### src/hw/flags_pkg.sv
package flags_pkg;

    // Register map; address bits above the decode width are not compared
    localparam int DECODE_BITS = 24;
    localparam logic [31:0] CORE_CONTROL_OFFSET = 32'hffff_e012;
    localparam logic [31:0] FLAGS_OFFSET = 32'hffff_e010;
    localparam logic [7:0] CORE_CONTROL_RESET = 8'hff;
    localparam logic [7:0] FLAGS_RESET = 8'h00;
    localparam int SHARE_LSB = 0;
    localparam int SHARE_MSB = 1;
    localparam int CTRL_RSVD_LSB = 2;
    localparam int CTRL_RSVD_MSB = 7;
    localparam logic [7:0] UNMAPPED_READ = 8'hff;

    // Short addresses sign-extend into this many address bits
    localparam int ADDR_W = 24;
    localparam int SHORT_ADDR_W = 16;

    typedef enum logic [1:0] {
        SZ_BYTE,
        SZ_WORD,
        SZ_QUAD
    } size_e;

    typedef enum logic [2:0] {
        OP_NONE,
        OP_ADD,
        OP_SUB,
        OP_LOGIC,
        OP_SHIFT,
        OP_BITTEST,
        OP_LOAD,
        OP_POP
    } op_kind_e;

    // Flag byte, carry in the top bit
    typedef struct packed {
        logic c;
        logic z;
        logic s;
        logic v;
        logic b;
        logic user_status_bit;
        logic chain_enable_bit;
        logic global_int_enable;
    } flags_s;

    typedef struct packed {
        logic valid;
        op_kind_e kind;
        size_e size;
        logic reg_dst;
        logic [31:0] dst_val;
        logic [31:0] src_val;
        logic [31:0] result;
        logic shift_carry;
        logic shift_prev_msb;
        logic blank_dst;
        logic blank_src;
        logic ext_signed;
    } exec_op_s;

    typedef struct packed {
        logic valid;
        flags_s data;
    } flags_load_s;

    typedef struct packed {
        logic valid;
        logic [3:0] jump_condition_field;
    } jump_req_s;

    function automatic logic msb_of(logic [31:0] v, size_e sz);
        unique case (sz)
            SZ_BYTE: return v[7];
            SZ_WORD: return v[15];
            default: return v[31];
        endcase
    endfunction : msb_of

    function automatic logic [31:0] extend(logic [31:0] v, size_e sz,
                                           logic sgn);
        unique case (sz)
            SZ_BYTE: return sgn ? {{24{v[7]}}, v[7:0]}
                                : {24'h00_0000, v[7:0]};
            SZ_WORD: return sgn ? {{16{v[15]}}, v[15:0]}
                                : {16'h0000, v[15:0]};
            default: return v;
        endcase
    endfunction : extend

    function automatic logic is_zero(logic [31:0] v, size_e sz);
        return extend(v, sz, 1'b0) == 32'h0000_0000;
    endfunction : is_zero

    function automatic logic cond_true(logic [3:0] code, flags_s f);
        logic low;
        low = 1'b0;
        unique case (code[2:0])
            3'h0: low = f.b;
            3'h1: low = f.s ^ f.v;
            3'h2: low = f.z | (f.s ^ f.v);
            3'h3: low = f.c | f.z;
            3'h4: low = f.v;
            3'h5: low = f.s;
            3'h6: low = f.z;
            3'h7: low = f.c;
        endcase
        return code[3] ? ~low : low;
    endfunction : cond_true

    function automatic logic [ADDR_W-1:0] sext_short(
            logic [SHORT_ADDR_W-1:0] a);
        return {{(ADDR_W - SHORT_ADDR_W){a[SHORT_ADDR_W-1]}}, a};
    endfunction : sext_short

endpackage : flags_pkg

### src/hw/dma_share_limiter.sv
`timescale 1ns/1ps

module dma_share_limiter #(
    parameter int SEL_W = 2
) (
    // Clock and reset
    input wire logic sys_clk,
    input wire logic rstn,
    // Share setting
    input wire logic [SEL_W-1:0] dma_share_select,
    // Activity
    input wire logic cpu_op_done,
    input wire logic dma_req,
    input wire logic dma_done,
    // Decisions
    output logic dma_grant_reg,
    output logic cpu_hold_reg
);
    import flags_pkg::*;

    // Refuse widths the counter compare cannot serve
    if (SEL_W < 1 || SEL_W > 8) begin : g_bad_width
        $error("dma_share_limiter: SEL_W out of range");
    end

    logic [SEL_W-1:0] op_count_reg;
    logic full_share;
    logic ratio_met;

    assign full_share = dma_share_select == '0;
    assign ratio_met = full_share || op_count_reg >= dma_share_select;

    // Count finished CPU operations, restart once the DMA slot is used
    always_ff @(posedge sys_clk or negedge rstn) begin
        if (!rstn) begin
            op_count_reg <= '0;
        end else if (dma_done) begin
            op_count_reg <= '0;
        end else if (cpu_op_done && !ratio_met) begin
            op_count_reg <= op_count_reg + 1'b1;
        end
    end

    always_ff @(posedge sys_clk or negedge rstn) begin
        if (!rstn) begin
            dma_grant_reg <= 1'b0;
        end else begin
            dma_grant_reg <= dma_req && !dma_done && ratio_met;
        end
    end

    // At full share the CPU stands still while DMA wants the bus
    always_ff @(posedge sys_clk or negedge rstn) begin
        if (!rstn) begin
            cpu_hold_reg <= 1'b0;
        end else begin
            cpu_hold_reg <= dma_req && full_share;
        end
    end
endmodule : dma_share_limiter

### src/hw/status_flags_cond_eval.sv
`timescale 1ns/1ps

module status_flags_cond_eval (
    // Clock and reset
    input wire logic sys_clk,
    input wire logic rstn,
    // Execution unit results
    input wire flags_pkg::exec_op_s exec_op,
    input wire flags_pkg::flags_load_s flags_load,
    input wire logic exc_take,
    // Interrupt gate
    input wire logic irq_pending,
    // Conditional jump
    input wire flags_pkg::jump_req_s jump_req,
    // Short address expansion
    input wire logic short_addr_valid,
    input wire logic [15:0] short_addr,
    // Control register access
    input wire logic [31:0] reg_addr,
    input wire logic reg_rd,
    input wire logic reg_wr,
    input wire logic [7:0] reg_wdata,
    // DMA arbitration
    input wire logic cpu_op_done,
    input wire logic dma_req,
    input wire logic dma_done,
    // Outputs
    output flags_pkg::flags_s flags_reg,
    output logic jump_done_reg,
    output logic jump_taken_reg,
    output logic irq_allowed_reg,
    output logic [23:0] full_addr_reg,
    output logic [7:0] reg_rdata_reg,
    output logic dma_grant_reg,
    output logic cpu_hold_reg
);
    import flags_pkg::*;

    flags_s flags_next;
    logic [1:0] dma_share_select;
    size_e eff_size;
    logic dst_msb;
    logic src_msb;
    logic res_msb;
    logic res_zero;
    logic blank_tested;
    logic blank_hit;
    logic hit_ctrl;
    logic hit_flags;

    // Register targets always judge the full word
    assign eff_size = exec_op.reg_dst ? SZ_QUAD : exec_op.size;
    assign dst_msb = msb_of(exec_op.dst_val, eff_size);
    assign src_msb = msb_of(exec_op.src_val, eff_size);
    assign res_msb = msb_of(exec_op.result, eff_size);
    assign res_zero = is_zero(exec_op.result, eff_size);

    // Operands are checked after the extension the instruction asks for
    assign blank_tested = exec_op.blank_dst || exec_op.blank_src;
    assign blank_hit =
        (exec_op.blank_dst &&
         extend(exec_op.dst_val, eff_size, exec_op.ext_signed)
             == 32'h0000_0000) ||
        (exec_op.blank_src &&
         extend(exec_op.src_val, eff_size, exec_op.ext_signed)
             == 32'h0000_0000);

    // Upper address byte is not compared
    assign hit_ctrl = reg_addr[DECODE_BITS-1:0]
                   == CORE_CONTROL_OFFSET[DECODE_BITS-1:0];
    assign hit_flags = reg_addr[DECODE_BITS-1:0]
                    == FLAGS_OFFSET[DECODE_BITS-1:0];

    always_comb begin
        flags_next = flags_reg;
        if (exc_take) begin
            // Pushed byte is flags_reg this cycle; the chain bit moves after
            flags_next.chain_enable_bit = flags_reg.global_int_enable;
        end else if (flags_load.valid) begin
            flags_next = flags_load.data;
        end else if (reg_wr && hit_flags) begin
            flags_next = flags_s'(reg_wdata);
        end else if (exec_op.valid) begin
            unique case (exec_op.kind)
                OP_ADD: begin
                    flags_next.c = (dst_msb & src_msb) |
                                   ((dst_msb | src_msb) & ~res_msb);
                    flags_next.z = res_zero;
                    flags_next.s = res_msb;
                    flags_next.v = (dst_msb == src_msb) &&
                                   (res_msb != dst_msb);
                    if (blank_tested) begin
                        flags_next.b = blank_hit;
                    end
                end
                OP_SUB: begin
                    flags_next.c = (~dst_msb & src_msb) |
                                   ((~dst_msb | src_msb) & res_msb);
                    flags_next.z = res_zero;
                    flags_next.s = res_msb;
                    flags_next.v = (dst_msb != src_msb) &&
                                   (res_msb == src_msb);
                    if (blank_tested) begin
                        flags_next.b = blank_hit;
                    end
                end
                OP_LOGIC: begin
                    flags_next.z = res_zero;
                    flags_next.s = res_msb;
                    flags_next.v = 1'b0;
                    if (blank_tested) begin
                        flags_next.b = blank_hit;
                    end
                end
                OP_SHIFT: begin
                    flags_next.c = exec_op.shift_carry;
                    flags_next.z = res_zero;
                    flags_next.s = res_msb;
                    flags_next.v = exec_op.shift_prev_msb ^ res_msb;
                end
                OP_BITTEST: begin
                    flags_next.z = res_zero;
                end
                OP_LOAD, OP_POP: begin
                    if (blank_tested) begin
                        flags_next.b = blank_hit;
                    end
                end
                OP_NONE: begin
                    flags_next = flags_reg;
                end
                default: begin
                    flags_next = flags_reg;
                end
            endcase
        end
    end

    // User and chain bits start clear; arithmetic never reaches them
    always_ff @(posedge sys_clk or negedge rstn) begin
        if (!rstn) begin
            flags_reg <= flags_s'(FLAGS_RESET);
        end else begin
            flags_reg <= flags_next;
        end
    end

    // The condition test looks only at the five arithmetic flags
    always_ff @(posedge sys_clk or negedge rstn) begin
        if (!rstn) begin
            jump_done_reg <= 1'b0;
            jump_taken_reg <= 1'b0;
        end else begin
            jump_done_reg <= jump_req.valid;
            jump_taken_reg <= jump_req.valid &&
                cond_true(jump_req.jump_condition_field, flags_reg);
        end
    end

    always_ff @(posedge sys_clk or negedge rstn) begin
        if (!rstn) begin
            irq_allowed_reg <= 1'b0;
        end else begin
            irq_allowed_reg <= irq_pending &&
                               flags_reg.global_int_enable;
        end
    end

    always_ff @(posedge sys_clk or negedge rstn) begin
        if (!rstn) begin
            full_addr_reg <= 24'h00_0000;
        end else if (short_addr_valid) begin
            full_addr_reg <= sext_short(short_addr);
        end
    end

    // Only the share field is writable; reserved bits ignore writes
    always_ff @(posedge sys_clk or negedge rstn) begin
        if (!rstn) begin
            dma_share_select <= CORE_CONTROL_RESET[SHARE_MSB:SHARE_LSB];
        end else if (reg_wr && hit_ctrl) begin
            dma_share_select <= reg_wdata[SHARE_MSB:SHARE_LSB];
        end
    end

    always_ff @(posedge sys_clk or negedge rstn) begin
        if (!rstn) begin
            reg_rdata_reg <= 8'h00;
        end else if (reg_rd) begin
            if (hit_ctrl) begin
                reg_rdata_reg <= {
                    CORE_CONTROL_RESET[CTRL_RSVD_MSB:CTRL_RSVD_LSB],
                    dma_share_select};
            end else if (hit_flags) begin
                reg_rdata_reg <= flags_reg;
            end else begin
                reg_rdata_reg <= UNMAPPED_READ;
            end
        end
    end

    dma_share_limiter #(
        .SEL_W(2)
    ) u_share (
        .sys_clk(sys_clk),
        .rstn(rstn),
        .dma_share_select(dma_share_select),
        .cpu_op_done(cpu_op_done),
        .dma_req(dma_req),
        .dma_done(dma_done),
        .dma_grant_reg(dma_grant_reg),
        .cpu_hold_reg(cpu_hold_reg)
    );

    wire op_only;
    assign op_only = exec_op.valid && !exc_take && !flags_load.valid &&
                     !(reg_wr && hit_flags);
endmodule : status_flags_cond_eval

### config.mk
export PLATFORM = sky130hd
export DESIGN_NAME = status_flags_cond_eval
export DESIGN_NICKNAME = d
export VERILOG_FILES = /design/src/hw/flags_pkg.sv /design/src/hw/dma_share_limiter.sv /design/src/hw/status_flags_cond_eval.sv
export SDC_FILE = /design/constraint.sdc
export NUM_CORES = 1
export LEC_CHECK = 0
export BUFFER_PORTS_ARGS = -buffer_cell sky130_fd_sc_hd__buf_2
export CORE_AREA = 4 4 94 105
export CTS_CLUSTER_DIAMETER = 60
export DETAILED_ROUTE_END_ITERATION = 16
export DIE_AREA = 0 0 98 109
export GPL_ROUTABILITY_DRIVEN = 0
export GPL_TIMING_DRIVEN = 0
export PLACE_DENSITY = 0.77
export SYNTH_ARGS = -nofsm -noshare
export SYNTH_HDL_FRONTEND = slang
export SYNTH_SLANG_ARGS = --single-unit
### constraint.sdc
create_clock -name sys_clk -period 3.71 [get_ports sys_clk]
set_input_delay 0.5565 -clock sys_clk [delete_from_list [all_inputs] [get_ports sys_clk]]
set_output_delay 0.5565 -clock sys_clk [all_outputs]
set_load 0.01 [all_outputs]
==> run metrics <==
CTS Buffer Depth 2; average wire per cell in the routed design 15.7 um; dpl hpwl 8300 um; CTS tree yes; crit end category flip-flop; antenna cells 0; Final Skew 8.29 ps; final number of hold-violating endpoints 0; Synth area leaders dfrtp_1, mux2_2, nor4_1; period utilisation layout 58.4%; H-Tree Level Count 2; core area 0.00878 sq mm; EDFF count, synth 0; vias in the first global route 2995; Mapped Area 0.00259 sq mm; DR pass1 iterations 4; final setup fails 0; slew margin rel. 41.2%; Worst VDD drop 0.000152 V; post-synth top area share 37.7%; Critical Path Fanout Max 7; DRT antenna net count 0; Initial Util 29.4%; die extent in x 98 um; final WL 9410 um; register bit total from synthesis 41; Initial DRC Count 74; Slew @ Worst Pin 883 ps; max-slew violations 0; asr flop ratio synth 100%; Req. time, crit path 3870 ps; Seq/Total Area, Yosys 39.8%; ys flop type dfrtp_1; commonest cells after routing, fill and taps aside buf_2, dfrtp_1, nor4_1; fraction of layout cells with a size suffix above 1 56.1%; Yosys top cell by area dfrtp_1; Post-CTS Setup Repair Bufs 0; CP startpoint kind primary input; vias after detailed routing 3015; worst skew pair latency 280 ps; via density per instance 5.02; Leak 1.89 nW; # Max-Cap Violations 0; clk root buf clkbuf_8; setup TNS 0 ps; worst path arrival time 2330 ps; non-filler cells, final 601; min Tclk post-route 2170 ps; synthesized instance count 261; Std-Cell Rows 36; placed cell count 593; PostCTS Resize Cnt 0; commonest non-fill, non-tap cell in the layout buf_2; Synth Area per Inst 9.91 sq um; post-layout instance area 0.00394 sq mm; initial antenna violation count 0; pin count of the biggest net entering global routing 42; # port buffers 218; total global-route track usage 16.7%; Fmax 462 MHz; GR Overflow Total 0; number of flip-flops in the largest register 16; Post-Syn Nets 451; top-level port count 233; Final #Nets 676; CTS buffer count 5; Netlist cell types 62; clock slew at reported path FFs 70 ps; # clock sinks 41; unrepaired setup endpoints after global routing false; status finished, final reports clean; Worst Hold Class in2async; first-pass GRT wire length 14300 um; Post-DP Area 0.00382 sq mm; kind of critical path in2reg; Syn-to-layout area delta 52.2%; CTS Hold Bufs 0; DIE HEIGHT 109 um; YS warnings 0; Power Density 305 mW/mm^2; DRC 0; area of the die 0.0107 sq mm
synthesized netlist by cell type, drive strengths merged (5+ instances only):
cell and number:
dfrtp 39, nor4 26, mux2 20, a21oi 15, nor2 15, o21ai 13, buf 11, nand2 10
mux2i 9, nor3 9, clkbuf 8, inv 7, o22a 6, a31oi 5, and2 5, xnor2 5
per-layer routing:
metal / share of wire (%) / vias up / global-route usage, %
li1: - / 1440 / -
met1: 37 / 1399 / 19.3
met2: 53 / 170 / 32.1
met3: 8.8 / 6 / 2.56
met4: 0.92 / 0 / 3.96
met5: 0 / - / 0
critical path: stages:
cell     delay (ps)
buf_2           100
or4b_4          540
nor4_4          270
nand3_2         230
a31oi_1         340
mux2i_1         220
o21ai_1          80
layout make-up:
cell class                 count  area [sq um]
fill                         885          4850
buffer                        19           130
timing repair buffer         218          1090
clock inverter                 1          30.0
multi-input combinational    194          1400
tap                          114           143
sequential                    41          1030
inverter                       7          26.3
clock buffer                   7          86.3
worst paths after layout:
path	startpoint	end	slack (ps)	depth (start not counted)
min in group sys_clk	jump_req[4]	jump_done_reg$_DFF_PN0_	400	1
max in group asynchronous	rstn	u_share.op_count_reg[1]$_DFFE_PN0P_	2760	1
worst min register to register	reg_rdata_reg[2]$_DFFE_PN0P_	reg_rdata_reg[2]$_DFFE_PN0P_	500	1
worst max-delay path	reg_addr[6]	flags_reg[7]$_DFFE_PN0P_	1540	7
worst min-delay path	rstn	full_addr_reg[14]$_DFFE_PN0P_	400	1
worst max register to register	dma_share_select[0]$_DFFE_PN1P_	u_share.op_count_reg[0]$_DFFE_PN0P_	1910	6
report_power, final:
group / total (mW) / internal, mW / switching, mW
registers: 0.514 / 0.482 / 0.0317
clock network: 0.361 / 0.219 / 0.142
logic: 0.327 / 0.178 / 0.150
kinds of logic (layout without fill, tap and decap cells):
group,count (synthesis),after routing,synth area share [%]
xor gates and xnor gates,7,7,2.37
DFF,41,41,39.8
adders and majority gates,3,3,1.35
muxes,29,29,12.2
buffers and inverters,26,252,6.05
and+or+nand+nor,93,93,21.9
AOI/OAI and AO/OA,62,62,16.4
metrics by stage:
step	setup WS (ps)	power, mW	hold slack (ps)	utilization [%]
2_1_floorplan	1460	0.669	261	-
3_3_place_gp	1260	0.842	478	43.5
3_5_place_dp	1230	0.854	489	43.5
4_1_cts	1520	1.22	395	44.8
5_1_grt	1410	1.27	388	44.8
6_report	1540	1.20	397	44.8
Note: power is estimated with default switching activity, not from simulation.
